## src/inc/can_fc_pkg.sv

```systemverilog
// Constants for the bit timing, fault confinement and time stamp block
// Function
// - Three byte registers hold bit timing
// - Quantum clock divides by prescaler plus one
// - Processing time three quanta, else two
// - Second phase two delays transmit one quantum
// - Under ten clocks per bit is flagged
// - Separate byte transmit and receive counters
// - Step eight, receive one or eight, floor zero
// - Reset clears both error counters
// - Counters writable only in test, freeze, halt
// - Any counter at 128 gives passive
// - Both at 127 or below gives active
// - Transmit overflow enters bus off, clears counter
// - Eleven recessive bits step recovery count
// - Acknowledge errors never cause bus off
// - Receive counter stops, reloads on success
// - Flag type and bus drive follow state
// - Timer sampled at identifier, stored per frame
// - Optional timer clear on buffer zero
// - Mask bit one compares, zero ignores
// - Global mask below fourteen, own masks for fourteen and fifteen
package can_fc_pkg;
  // Register byte addresses
  localparam logic [7:0] OFF_PRESCALE = 8'h00;
  localparam logic [7:0] OFF_CTRL1 = 8'h04;
  localparam logic [7:0] OFF_CTRL2 = 8'h08;
  localparam logic [7:0] OFF_MODE = 8'h0c;
  localparam logic [7:0] OFF_STATUS = 8'h10;
  localparam logic [7:0] OFF_TEC = 8'h14;
  localparam logic [7:0] OFF_REC = 8'h18;
  localparam logic [7:0] OFF_TIMER = 8'h1c;
  localparam logic [7:0] OFF_GMASK = 8'h20;
  localparam logic [7:0] OFF_MASK14 = 8'h24;
  localparam logic [7:0] OFF_MASK15 = 8'h28;
  localparam logic [7:0] OFF_RX_STAMP = 8'h2c;
  localparam logic [7:0] OFF_TX_STAMP = 8'h30;
  // Field positions
  localparam int PROP_MSB = 2;
  localparam int PH1_MSB = 5;
  localparam int PH1_LSB = 3;
  localparam int PH2_MSB = 2;
  localparam int MODE_HALT = 0;
  localparam int MODE_FRZ = 1;
  localparam int MODE_TEST = 2;
  localparam int MODE_TSYNC = 3;
  localparam int ST_SHORT = 2;
  // Reset values
  localparam logic [7:0] MODE_RST = 8'h01;
  localparam logic [7:0] BYTE_RST = 8'h00;
  localparam logic [28:0] MASK_RST = 29'h1fffffff;
  // Fault confinement
  typedef enum logic [1:0] {
    CS_ACTIVE = 2'b00,
    CS_PASSIVE = 2'b01,
    CS_BUSOFF = 2'b10
  } conf_state_t;
  localparam logic [8:0] TEC_STEP = 9'h008;
  localparam logic [8:0] REC_STEP1 = 9'h001;
  localparam logic [7:0] PASS_LVL = 8'h80;
  localparam logic [7:0] PASS_MAX = 8'h7f;
  localparam logic [7:0] RECOV_DONE = 8'h80;
  localparam logic [7:0] REC_RELOAD = 8'h77;
  localparam logic [3:0] RUN_LAST = 4'ha;
  // Timing
  localparam logic [1:0] PROC_ONE_CLK = 2'h3;
  localparam logic [1:0] PROC_MULTI = 2'h2;
  localparam logic [2:0] PH2_LATE = 3'h2;
  localparam logic [5:0] SEG_FIXED = 6'h04;
  localparam logic [14:0] BIT_CLK_SAFE = 15'h000a;
  // Buffer numbers
  localparam logic [3:0] MB_SYNC = 4'h0;
  localparam logic [3:0] MB_OWN14 = 4'he;
  localparam logic [3:0] MB_OWN15 = 4'hf;

  function automatic logic [7:0] sat8(input logic [8:0] s);
    sat8 = s[8] ? 8'hff : s[7:0];
  endfunction : sat8
endpackage : can_fc_pkg

```

## src/hdl/tq_prescaler.sv

```systemverilog
// Time quantum tick generator
`timescale 1ns/100ps
module tq_prescaler (
  // Clock and reset
  input wire logic pclk,
  input wire logic presetn,
  input wire logic ce,
  // Divide value and tick
  input wire logic [7:0] div,
  output logic tick
);
  logic [7:0] cnt_r;
  logic [7:0] cnt_nxt;
  logic tick_r;
  logic tick_nxt;

  // One tick every div plus one clocks
  always_comb
  begin
    cnt_nxt = cnt_r + 8'h01;
    tick_nxt = 1'b0;
    if (cnt_r >= div)
    begin
      cnt_nxt = 8'h00;
      tick_nxt = 1'b1;
    end
  end

  always_ff @(posedge pclk or negedge presetn)
  begin
    if (!presetn)
    begin
      cnt_r <= 8'h00;
      tick_r <= 1'b0;
    end
    else if (ce)
    begin
      cnt_r <= cnt_nxt;
      tick_r <= tick_nxt;
    end
  end

  assign tick = tick_r;
endmodule : tq_prescaler

```

## src/hdl/acc_match.sv

```systemverilog
// Masked identifier comparison
`timescale 1ns/100ps
module acc_match (
  // Identifiers and mask
  input wire logic [28:0] id_in,
  input wire logic [28:0] id_ref,
  input wire logic [28:0] mask,
  // Result
  output logic hit
);
  // Only bits with mask one take part
  assign hit = ((id_in ^ id_ref) & mask) == 29'h00000000;
endmodule : acc_match

```

## src/hdl/can_fault_conf.sv

```systemverilog
// Bit timing, fault confinement and time stamp block with APB registers
//
// Local design decisions: the address map and the APB slave port.
`timescale 1ns/100ps
module can_fault_conf (
  // Clock and reset
  input wire logic pclk,
  input wire logic presetn,
  input wire logic ce,
  // APB slave
  input wire logic psel,
  input wire logic penable,
  input wire logic pwrite,
  input wire logic [7:0] paddr,
  input wire logic [31:0] pwdata,
  output logic [31:0] prdata,
  output logic pready,
  output logic pslverr,
  // Protocol events
  input wire logic tx_err_ev,
  input wire logic ack_err_ev,
  input wire logic rx_err1_ev,
  input wire logic rx_err8_ev,
  input wire logic tx_ok_ev,
  input wire logic rx_ok_ev,
  input wire logic bit_valid,
  input wire logic bit_level,
  // Frame storage
  input wire logic id_start,
  input wire logic rx_store,
  input wire logic [3:0] rx_mb,
  input wire logic [28:0] rx_id,
  input wire logic [28:0] ref_id,
  // Status to the protocol engine
  output logic tq_tick,
  output logic [1:0] info_processing_time,
  output logic tx_late,
  output logic [1:0] fault_confinement_state,
  output logic active_flags,
  output logic bus_drive_en,
  output logic busoff_event,
  output logic id_match,
  output logic [15:0] stamp
);
  logic pready_r, pready_nxt;
  logic pslverr_r, pslverr_nxt;
  logic [31:0] prdata_r, prdata_nxt;
  logic [7:0] prescale_r, prescale_nxt;
  logic [7:0] ctrl1_r, ctrl1_nxt;
  logic [7:0] ctrl2_r, ctrl2_nxt;
  logic [7:0] mode_r, mode_nxt;
  logic [28:0] gmask_r, gmask_nxt;
  logic [28:0] mask14_r, mask14_nxt;
  logic [28:0] mask15_r, mask15_nxt;
  logic [7:0] tec_r, tec_nxt;
  logic [7:0] rec_r, rec_nxt;
  logic [3:0] run_r, run_nxt;
  can_fc_pkg::conf_state_t state_r, state_nxt;
  logic boff_r, boff_nxt;
  logic [15:0] timer_r, timer_nxt;
  logic [15:0] cap_r, cap_nxt;
  logic [15:0] rx_stamp_r, rx_stamp_nxt;
  logic [15:0] tx_stamp_r, tx_stamp_nxt;
  logic [1:0] proc_r, proc_nxt;
  logic late_r, late_nxt;
  logic short_r, short_nxt;
  logic aflag_r, aflag_nxt;
  logic drive_r, drive_nxt;
  logic match_r, match_nxt;
  logic wr_en, sw_mode, tec_wr, rec_wr, hit, unmapped;
  logic [8:0] tsum;
  logic [8:0] rsum;
  logic [28:0] mask_sel;
  logic [14:0] bit_clks;

  tq_prescaler u_presc (
    .pclk(pclk),
    .presetn(presetn),
    .ce(ce),
    .div(prescale_r),
    .tick(tq_tick)
  );

  // Global mask for buffers below fourteen
  always_comb
  begin
    case (rx_mb)
      can_fc_pkg::MB_OWN14: mask_sel = mask14_r;
      can_fc_pkg::MB_OWN15: mask_sel = mask15_r;
      default: mask_sel = gmask_r;
    endcase
  end

  acc_match u_match (
    .id_in(rx_id),
    .id_ref(ref_id),
    .mask(mask_sel),
    .hit(hit)
  );

  assign wr_en = psel && penable && pwrite && pready_r;
  assign sw_mode = mode_r[can_fc_pkg::MODE_HALT] || mode_r[can_fc_pkg::MODE_FRZ]
    || mode_r[can_fc_pkg::MODE_TEST];
  assign tec_wr = wr_en && sw_mode && paddr == can_fc_pkg::OFF_TEC;
  assign rec_wr = wr_en && sw_mode && paddr == can_fc_pkg::OFF_REC;

  // Bus slave and configuration
  always_comb
  begin
    pready_nxt = psel && !penable;
    pslverr_nxt = 1'b0;
    prdata_nxt = prdata_r;
    prescale_nxt = prescale_r;
    ctrl1_nxt = ctrl1_r;
    ctrl2_nxt = ctrl2_r;
    mode_nxt = mode_r;
    gmask_nxt = gmask_r;
    mask14_nxt = mask14_r;
    mask15_nxt = mask15_r;
    unmapped = 1'b0;
    if (psel && !penable)
    begin
      prdata_nxt = 32'h00000000;
      case (paddr)
        can_fc_pkg::OFF_PRESCALE: prdata_nxt[7:0] = prescale_r;
        can_fc_pkg::OFF_CTRL1: prdata_nxt[7:0] = ctrl1_r;
        can_fc_pkg::OFF_CTRL2: prdata_nxt[7:0] = ctrl2_r;
        can_fc_pkg::OFF_MODE: prdata_nxt[7:0] = mode_r;
        can_fc_pkg::OFF_STATUS:
        begin
          prdata_nxt[1:0] = state_r;
          prdata_nxt[can_fc_pkg::ST_SHORT] = short_r;
        end
        can_fc_pkg::OFF_TEC: prdata_nxt[7:0] = tec_r;
        can_fc_pkg::OFF_REC: prdata_nxt[7:0] = rec_r;
        can_fc_pkg::OFF_TIMER: prdata_nxt[15:0] = timer_r;
        can_fc_pkg::OFF_GMASK: prdata_nxt[28:0] = gmask_r;
        can_fc_pkg::OFF_MASK14: prdata_nxt[28:0] = mask14_r;
        can_fc_pkg::OFF_MASK15: prdata_nxt[28:0] = mask15_r;
        can_fc_pkg::OFF_RX_STAMP: prdata_nxt[15:0] = rx_stamp_r;
        can_fc_pkg::OFF_TX_STAMP: prdata_nxt[15:0] = tx_stamp_r;
        default: unmapped = 1'b1;
      endcase
      pslverr_nxt = unmapped;
    end
    if (wr_en && !pslverr_r)
    begin
      case (paddr)
        can_fc_pkg::OFF_PRESCALE: prescale_nxt = pwdata[7:0];
        can_fc_pkg::OFF_CTRL1: ctrl1_nxt = pwdata[7:0];
        can_fc_pkg::OFF_CTRL2: ctrl2_nxt = pwdata[7:0];
        can_fc_pkg::OFF_MODE: mode_nxt = pwdata[7:0];
        can_fc_pkg::OFF_GMASK: gmask_nxt = pwdata[28:0];
        can_fc_pkg::OFF_MASK14: mask14_nxt = pwdata[28:0];
        can_fc_pkg::OFF_MASK15: mask15_nxt = pwdata[28:0];
        default: mode_nxt = mode_r;
      endcase
    end
  end

  always_ff @(posedge pclk or negedge presetn)
  begin
    if (!presetn)
    begin
      pready_r <= 1'b0;
      pslverr_r <= 1'b0;
      prdata_r <= 32'h00000000;
      prescale_r <= can_fc_pkg::BYTE_RST;
      ctrl1_r <= can_fc_pkg::BYTE_RST;
      ctrl2_r <= can_fc_pkg::BYTE_RST;
      mode_r <= can_fc_pkg::MODE_RST;
      gmask_r <= can_fc_pkg::MASK_RST;
      mask14_r <= can_fc_pkg::MASK_RST;
      mask15_r <= can_fc_pkg::MASK_RST;
    end
    else if (ce)
    begin
      pready_r <= pready_nxt;
      pslverr_r <= pslverr_nxt;
      prdata_r <= prdata_nxt;
      prescale_r <= prescale_nxt;
      ctrl1_r <= ctrl1_nxt;
      ctrl2_r <= ctrl2_nxt;
      mode_r <= mode_nxt;
      gmask_r <= gmask_nxt;
      mask14_r <= mask14_nxt;
      mask15_r <= mask15_nxt;
    end
  end

  // Error counters and confinement state
  always_comb
  begin
    tec_nxt = tec_r;
    rec_nxt = rec_r;
    run_nxt = run_r;
    state_nxt = state_r;
    boff_nxt = 1'b0;
    tsum = {1'b0, tec_r} + can_fc_pkg::TEC_STEP;
    rsum = {1'b0, rec_r} + (rx_err8_ev ? can_fc_pkg::TEC_STEP : can_fc_pkg::REC_STEP1);
    if (state_r == can_fc_pkg::CS_BUSOFF)
    begin
      if (bit_valid)
      begin
        if (!bit_level)
          run_nxt = 4'h0;
        else if (run_r == can_fc_pkg::RUN_LAST)
        begin
          run_nxt = 4'h0;
          tec_nxt = tec_r + 8'h01;
          if (tec_nxt == can_fc_pkg::RECOV_DONE)
          begin
            state_nxt = can_fc_pkg::CS_ACTIVE;
            tec_nxt = 8'h00;
            rec_nxt = 8'h00;
          end
        end
        else
          run_nxt = run_r + 4'h1;
      end
    end
    else
    begin
      if (tx_err_ev)
      begin
        if (tsum[8] && !ack_err_ev)
        begin
          state_nxt = can_fc_pkg::CS_BUSOFF;
          tec_nxt = 8'h00;
          run_nxt = 4'h0;
          boff_nxt = 1'b1;
        end
        else
          tec_nxt = can_fc_pkg::sat8(tsum);
      end
      else if (tx_ok_ev && tec_r != 8'h00)
        tec_nxt = tec_r - 8'h01;
      if ((rx_err1_ev || rx_err8_ev) && rec_r <= can_fc_pkg::PASS_MAX)
        rec_nxt = can_fc_pkg::sat8(rsum);
      else if (rx_ok_ev && rec_r > can_fc_pkg::PASS_MAX)
        rec_nxt = can_fc_pkg::REC_RELOAD;
      else if (rx_ok_ev && rec_r != 8'h00)
        rec_nxt = rec_r - 8'h01;
    end
    if (tec_wr)
      tec_nxt = pwdata[7:0];
    if (rec_wr)
      rec_nxt = pwdata[7:0];
    if (state_r != can_fc_pkg::CS_BUSOFF && state_nxt != can_fc_pkg::CS_BUSOFF)
    begin
      if (tec_nxt >= can_fc_pkg::PASS_LVL || rec_nxt >= can_fc_pkg::PASS_LVL)
        state_nxt = can_fc_pkg::CS_PASSIVE;
      else
        state_nxt = can_fc_pkg::CS_ACTIVE;
    end
  end

  always_ff @(posedge pclk or negedge presetn)
  begin
    if (!presetn)
    begin
      tec_r <= 8'h00;
      rec_r <= 8'h00;
      run_r <= 4'h0;
      state_r <= can_fc_pkg::CS_ACTIVE;
      boff_r <= 1'b0;
    end
    else if (ce)
    begin
      tec_r <= tec_nxt;
      rec_r <= rec_nxt;
      run_r <= run_nxt;
      state_r <= state_nxt;
      boff_r <= boff_nxt;
    end
  end

  // Timing status, time stamp and match
  function automatic logic [5:0] seg_sum(input logic [2:0] p, input logic [7:0] c2);
    seg_sum = can_fc_pkg::SEG_FIXED + {3'h0, p} + {3'h0, c2[can_fc_pkg::PH1_MSB:can_fc_pkg::PH1_LSB]}
      + {3'h0, c2[can_fc_pkg::PH2_MSB:0]};
  endfunction : seg_sum

  assign bit_clks = 15'({7'h00, prescale_r} + 15'h0001)
    * 15'(seg_sum(ctrl1_r[can_fc_pkg::PROP_MSB:0], ctrl2_r));

  always_comb
  begin
    proc_nxt = (prescale_r == 8'h00) ? can_fc_pkg::PROC_ONE_CLK : can_fc_pkg::PROC_MULTI;
    late_nxt = ctrl2_r[can_fc_pkg::PH2_MSB:0] == can_fc_pkg::PH2_LATE;
    short_nxt = bit_clks < can_fc_pkg::BIT_CLK_SAFE;
    aflag_nxt = state_nxt == can_fc_pkg::CS_ACTIVE;
    drive_nxt = state_nxt != can_fc_pkg::CS_BUSOFF;
    match_nxt = hit;
    timer_nxt = timer_r + {15'h0000, bit_valid};
    cap_nxt = id_start ? timer_r : cap_r;
    rx_stamp_nxt = rx_store ? cap_r : rx_stamp_r;
    tx_stamp_nxt = tx_ok_ev ? cap_r : tx_stamp_r;
    if (rx_store && rx_mb == can_fc_pkg::MB_SYNC && mode_r[can_fc_pkg::MODE_TSYNC])
      timer_nxt = 16'h0000;
  end

  always_ff @(posedge pclk or negedge presetn)
  begin
    if (!presetn)
    begin
      proc_r <= can_fc_pkg::PROC_ONE_CLK;
      late_r <= 1'b0;
      short_r <= 1'b1;
      aflag_r <= 1'b1;
      drive_r <= 1'b1;
      match_r <= 1'b0;
      timer_r <= 16'h0000;
      cap_r <= 16'h0000;
      rx_stamp_r <= 16'h0000;
      tx_stamp_r <= 16'h0000;
    end
    else if (ce)
    begin
      proc_r <= proc_nxt;
      late_r <= late_nxt;
      short_r <= short_nxt;
      aflag_r <= aflag_nxt;
      drive_r <= drive_nxt;
      match_r <= match_nxt;
      timer_r <= timer_nxt;
      cap_r <= cap_nxt;
      rx_stamp_r <= rx_stamp_nxt;
      tx_stamp_r <= tx_stamp_nxt;
    end
  end

  assign prdata = prdata_r;
  assign pready = pready_r;
  assign pslverr = pslverr_r;
  assign info_processing_time = proc_r;
  assign tx_late = late_r;
  assign fault_confinement_state = state_r;
  assign active_flags = aflag_r;
  assign bus_drive_en = drive_r;
  assign busoff_event = boff_r;
  assign id_match = match_r;
  assign stamp = rx_stamp_r;
endmodule : can_fault_conf

```

## config.mk

```make
export PLATFORM = sky130hd
export DESIGN_NAME = can_fault_conf
export DESIGN_NICKNAME = d
export VERILOG_FILES = /design/src/inc/can_fc_pkg.sv /design/src/hdl/tq_prescaler.sv /design/src/hdl/acc_match.sv /design/src/hdl/can_fault_conf.sv
export SDC_FILE = /design/constraint.sdc
export NUM_CORES = 1
export LEC_CHECK = 0
export BUFFER_PORTS_ARGS = -buffer_cell sky130_fd_sc_hd__buf_2
export CAP_MARGIN = 10
export CORE_ASPECT_RATIO = 1.2
export CORE_MARGIN = 4
export CORE_UTILIZATION = 50
export DETAILED_ROUTE_END_ITERATION = 12
export GPL_ROUTABILITY_DRIVEN = 0
export GPL_TIMING_DRIVEN = 0
export PLACE_DENSITY = 0.77
export REMOVE_ABC_BUFFERS = 1
export SETUP_SLACK_MARGIN = 0.3
export SLEW_MARGIN = 5
export SYNTH_ARGS = -nofsm -noshare
export SYNTH_HDL_FRONTEND = slang
export SYNTH_SLANG_ARGS = --single-unit
```

## constraint.sdc

```tcl
create_clock -name pclk -period 13.3 [get_ports pclk]
set_input_delay 1.33 -clock pclk [delete_from_list [all_inputs] [get_ports pclk]]
set_output_delay 1.33 -clock pclk [all_outputs]
set_load 0.02 [all_outputs]
```

Yosys cells after proc, flatten, opt, wreduce, memory -nomap -nowiden

Cells that the tools add are included.
W data, S select, Z words.

Flip-flop bits (word level): 253
Input port bits: 118
Output and inout port bits: 60
Word-level logic and storage cells: 165

Add/sub/neg operators: 12
$mul: 1
Order comparisons: 6
Equal/unequal tests: 22
Muxes and demuxes: 50
Bitwise operators: 2
Reduce and logical (&&, ||, !) cells: 45

Operator list:

| operator              | count |
|---|---|
| $mux W8               | 21 |
| $pmux W5 S12          | 1 |
| $pmux W29 S2          | 1 |
| $pmux W8 S6           | 1 |
| $eq A8 B6 Y1 const B  | 5 |
| $pmux W13 S3          | 1 |
| $pmux W3 S13          | 1 |
| $eq A8 B5 Y1 const B  | 4 |
| $and A29 B29 Y29      | 1 |
| $logic_not A29 Y1     | 1 |
| $xor A29 B29 Y29      | 1 |
| $mux W4               | 7 |
| $reduce_and A3 Y1     | 7 |
| $add A16 B1 Y16       | 1 |
| $add A8 B1 Y8 const B | 2 |
| $eq A8 B4 Y1 const B  | 2 |
| $ge A8 B8 Y1 const B  | 2 |
| $logic_and A1 B1 Y1   | 16 |
| $logic_not A8 Y1      | 2 |
| $mux W16              | 1 |
| $mux W2               | 8 |
| $reduce_bool A8 Y1    | 2 |
| $sub A8 B1 Y8 const B | 2 |
| $lt A15 B4 Y1 const B | 1 |
| 26 further kinds      | 47 |

Depth between registers and ports, before layout

Word-level depth: 13
Gate-level depth with buffers: 18
Gate-level depth less buffers: 18

Modules after synthesis

Synthesis repeated with hierarchy kept, for this count alone.

Cells, all modules: 1490
Area total of the unflattened synthesis: 15488.6 sq um

By module, submodules not included:

| module         | times used | cells an instance | area each (sq um) | sequential area each (sq um) |
|---|---|---|---|---|
| can_fault_conf | 1          | 1375              | 14450.1           | 6195.9 |
| tq_prescaler   | 1          | 68                | 635.6             | 225.2 |
| acc_match      | 1          | 47                | 402.9             | 0.0 |

Worst setup path after synthesis

OpenSTA, ideal clock, no wires.

Path type: register -> register
From: register ctrl1_r[1]
To: register short_r
Library setup time: 0.079 ns
Arrival: 4.359 ns
Data required time: 13.221 ns
Slack: 8.862 ns
Cell stages (with the launch flop): 19
Path buffers: 0
Clock period less this slack: 4.438 ns
Cell sequence: dfrtp_1 -> fa_1 -> inv_1 -> fa_1 -> inv_1 -> ha_1 -> fa_1 -> nor2b_1 -> ha_1 -> fa_1 -> inv_1 -> fa_1 -> inv_1 -> ha_1 -> nor4_1 -> nand2_1 -> nor2_1 -> nand4_1 -> o21ai_0

Word-level cells in the longest chain between the ends: 5

Ends and longest elaborated chain:

| element                | line                  | RTL |
|---|---|---|
| start, declared        | can_fault_conf.sv:49  | `logic [7:0] ctrl1_r, ctrl1_nxt;` |
| start signal, assigned | can_fault_conf.sv:169 | `ctrl1_r <= can_fc_pkg::BYTE_RST;` |
| start signal, assigned | can_fault_conf.sv:182 | `ctrl1_r <= ctrl1_nxt;` |
| $add A3 B3 Y4          | can_fault_conf.sv:280 | `seg_sum = can_fc_pkg::SEG_FIXED + {3'h0, p} + {3'h0, c2[can_fc_pkg::PH1_MSB:can_fc_pkg::PH1_LSB]}` |
| $add A4 B3 Y5          | can_fault_conf.sv:280 |  |
| $add A5 B3 Y6          | can_fault_conf.sv:281 | `+ {3'h0, c2[can_fc_pkg::PH2_MSB:0]};` |
| $mul A9 B6 Y15         | can_fault_conf.sv:285 | `* 15'(seg_sum(ctrl1_r[can_fc_pkg::PROP_MSB:0], ctrl2_r));` |
| $lt A15 B4 Y1          | can_fault_conf.sv:291 | `short_nxt = bit_clks < can_fc_pkg::BIT_CLK_SAFE;` |
| end signal, assigned   | can_fault_conf.sv:322 | `short_r <= short_nxt;` |
| end, declared          | can_fault_conf.sv:66  | `logic short_r, short_nxt;` |

Every way passes these cells.
A chain may end at the register's enable or synchronous reset.

Worst setup path in the final report

Same ends and word-level chain as after synthesis.

==> results.yml <==
timing:
  worstMarginPinSlew_ns: 1.18
  fmax_mhz: 205
  final_max_slew_viol_count: 0
  relSlewSlack_pct: 21.2
  final.min_clock_period_ns: 4.89
  rsz0062_at_grt: "false"
  post-route-period-util_pct: 36.8
  finalHoldViolCount: 0
  setup_viol: 0
  finalSetupTns_ns: 0
  fin_skew_ns: 0.0196
worst_setup_path:
  critPathLaunch: "ctrl1_r[1]"
  rr_worst_depth: 18
  critPathMaxFanout: 9
  crit_path_end_kind: "register"
  cp.required_ns: 13.76
  startpoint_type: "register"
  ff2ff_setup_slack_ns: 8.41
  rr_startpoint: "ctrl1_r[1]"
  crit_arrival_ns: 5.35
  criticalPathCategory: "register to register"
  r2r_end: "short_r"
layout:
  nNetsFinal: 1775
  area_delta_synth_final_pct: 15.2
  fin_area_um2: 17300
  drive_gt1_share_pct: 32.4
synth:
  avgSynthCellArea_um2: 10.5
  ys_types: 83
  synth_top_family_by_area: "multiplexers"
  synth-edff-count: 0
  synth_fa_ha_area_share_pct: 8.22
  ys_warn_count: 0
  synthSimpleGateAreaFrac_pct: 12.6
  synth_ff_type: "dfrtp_1"
  synthMuxAreaShare_pct: 14.1
  ys_ff_latch: 252
  synth_compound_area_share_pct: 14.1
  yosysSeqAreaShare_pct: 42.8
  ys_async_sr_fraction_pct: 100
  synthCells: 1433
  synth_xor_area_share_pct: 3.68
  synth_area_um2: 15000
floorplanning:
  dieArea_um2: 32900
  die_x_um: 166
  fp.dieH_um: 198
  row_count: 69
  start_util_pct: 50.7
  io_pins: 178
  core_um2: 29600
power:
  combPwrFrac_pct: 19.8
  p_per_area_nw_per_um2: 126
  p_leak_uw: 0.00796
  p_clk_share_pct: 35.8
  swShare_pct: 31.5
  p_seq_share_pct: 44.4
  p_int_uw: 1490
  vdd_drop_max_v: 0.0000800
  p_sw_uw: 687
clock_network:
  postCtsResizedCells: 0
  clkLatencyLatePin_ns: 0.55
  clkTransAtPathRegs_ns: 0.06
  tritoncts: "built"
  cts_root_buf: "clkbuf_16"
  clockBufferDepth: 3
  cts_max_level: 1
  clock_sinks: 252
  cts_hold_buf: 0
  cts_setup_buffers: 0
  cts_made_buffers: 26
routing:
  firstDrtPassIters: 5
  ant_nets: 0
  drtIter0Drc: 1156
  vias: 12011
  routed_wl_um: 41800
  viasPerCell: 6.05
  drc: 0
  routedWlPerCell_um: 21.1
flow_run:
  maxCapViolCount: 0
min_path:
  hold_start: "bus_drive_en"
  hold-path-cell-count: 2
  hold_end: "bus_drive_en"
  min_path_type: "register to register"
grt:
  grt_first_pass_wirelength_um: 66500
  first_global_vias: 12362
  grt_remaining_overflow: 0
  grtUsageTotal_pct: 24.9
  antenna_found_initial: 1
  grt_max_degree: 106
place:
  post_dp_cell_area_um2: 16400
  hpwlAfterDp_um: 30000
  portBuffers: 170
run_status:
  outcome: "complete, no violations"
[worst max path at each step]
stage | to | slack, ns
global route | short_r | 8.24
CTS | short_r | 8.39
finish | short_r | 8.41
global placement | mask15_r[8] | 5.55
floorplan | mask15_r[0] | 8.68
detailed placement | short_r | 8.44
[cell type report]
class                      count  area [µm²]
timing repair buffer         190        1190
sequential                   252        6420
inverter                      76         285
multi-input combinational   1028        7980
clock buffer                  38         776
clock inverter                10         143
fill                        2398       12300
tap                          390         488
antenna                        1        2.50
[kinds of logic (layout without fill, tap and decap cells)]
logic type	after synthesis	count (layout)
flops	252	252
compound gates	316	316
mux	192	192
fa+ha+maj	83	83
other cells	2	5
simple gates	370	370
buf+inv	155	314
xor+xnor	63	63
[stage by stage]
stage	hold WS, ns	cells	total power (µW)	util, %	worst slack (ns)
after floorplan	0.445	1356	1220	-	8.68
after global placement	0.458	1916	1380	53.9	5.55
after detailed placement	0.460	1936	1400	55.3	8.44
after CTS	0.472	1984	2180	58.4	8.39
after global routing	0.497	1985	2270	58.4	8.24
final	0.466	1985	2180	58.4	8.41
[power by group through the flow]
stage                     sequential (µW)  combinational, µW  clock [µW]
final                                 967                431         781
after global routing                  977                479         818
after CTS                             962                430         788
after detailed placement              975                427           0
after global placement                970                406           0
after floorplan                       944                275           0
[state kept, by name, indices dropped and copies added, names as in the netlist, 2 cells and up, named ones only]
register	flops
stamp	16
timer_r	16
prescale_r	8
mask14_r	29
run_r	4
ctrl1_r	8
rec_r	3
fault_confinement_state	2
mask15_r	29
gmask_r	29
tec_r	8
ctrl2_r	8
u_presc.cnt_r	8
cap_r	16
prdata	29
mode_r	8
tx_stamp_r	16
[layer usage]
metal	vias up	wire, µm	track usage (%)
li1	5428	-	-
met1	6020	16500	30.6
met2	433	20500	42.6
met3	130	2810	5.09
met4	0	2060	11.2
met5	-	0	0
[synthesized netlist by cell type, drive strengths merged (5+ instances only)]
library cell | number | area share (%)
nand3 | 36 | 1.2
o21ai | 103 | 3.5
a22oi | 45 | 2.3
a21oi | 42 | 1.5
clkbuf | 40 | 1.0
nor4 | 13 | 0.54
o221ai | 5 | 0.29
nor2b | 33 | 1.4
nor2 | 64 | 1.8
dfstp | 92 | 16
ha | 57 | 4.8
and3 | 15 | 0.63
and2 | 19 | 0.79
a221oi | 13 | 0.76
nand2b | 6 | 0.25
o31ai | 6 | 0.30
nor3 | 20 | 0.88
buf | 39 | 1.5
or4b | 5 | 0.36
nand4 | 14 | 0.58
xnor2 | 45 | 2.6
mux2 | 158 | 12
a22o | 24 | 1.4
or4 | 6 | 0.35
o211ai | 8 | 0.47
nand2 | 126 | 3.2
dfrtp | 160 | 27
o22ai | 21 | 0.92
xor2 | 18 | 1.1
mux2i | 34 | 2.3
inv | 76 | 1.9
o21a | 7 | 0.35
fa | 26 | 3.5
[cell usage in the layout (no fill, tap or decap), types with 14 or more instances in the layout]
| cell type | n |
|---|---|
| mux2_2 | 158 |
| dfrtp_1 | 160 |
| nand4_1 | 14 |
| nor2b_1 | 33 |
| inv_1 | 76 |
| o22ai_1 | 20 |
| ha_1 | 57 |
| clkbuf_16 | 26 |
| a22oi_1 | 45 |
| o21ai_0 | 97 |
| a22o_1 | 24 |
| a21oi_1 | 40 |
| buf_2 | 169 |
| nand3_1 | 36 |
| dfstp_2 | 92 |
| xor2_1 | 18 |
| nor2_1 | 57 |
| fa_1 | 26 |
| and3_1 | 14 |
| nand2_1 | 126 |
| xnor2_1 | 45 |
| mux2i_1 | 34 |
| and2_1 | 18 |
[critical path, stage by stage, from the launching register on]
cell     delay [ns]
dfrtp_1        0.43
fa_1           0.44
inv_1          0.08
fa_1           0.41
inv_1          0.07
ha_1           0.16
fa_1           0.52
nor2b_1        0.19
ha_1           0.33
fa_1           0.55
inv_1          0.06
fa_1           0.53
inv_1          0.04
ha_1           0.29
nor4_1         0.29
nand2_1        0.08
nor2_1         0.09
nand4_1        0.12
o21ai_0        0.13
Note: power is estimated with default switching activity, not from simulation.
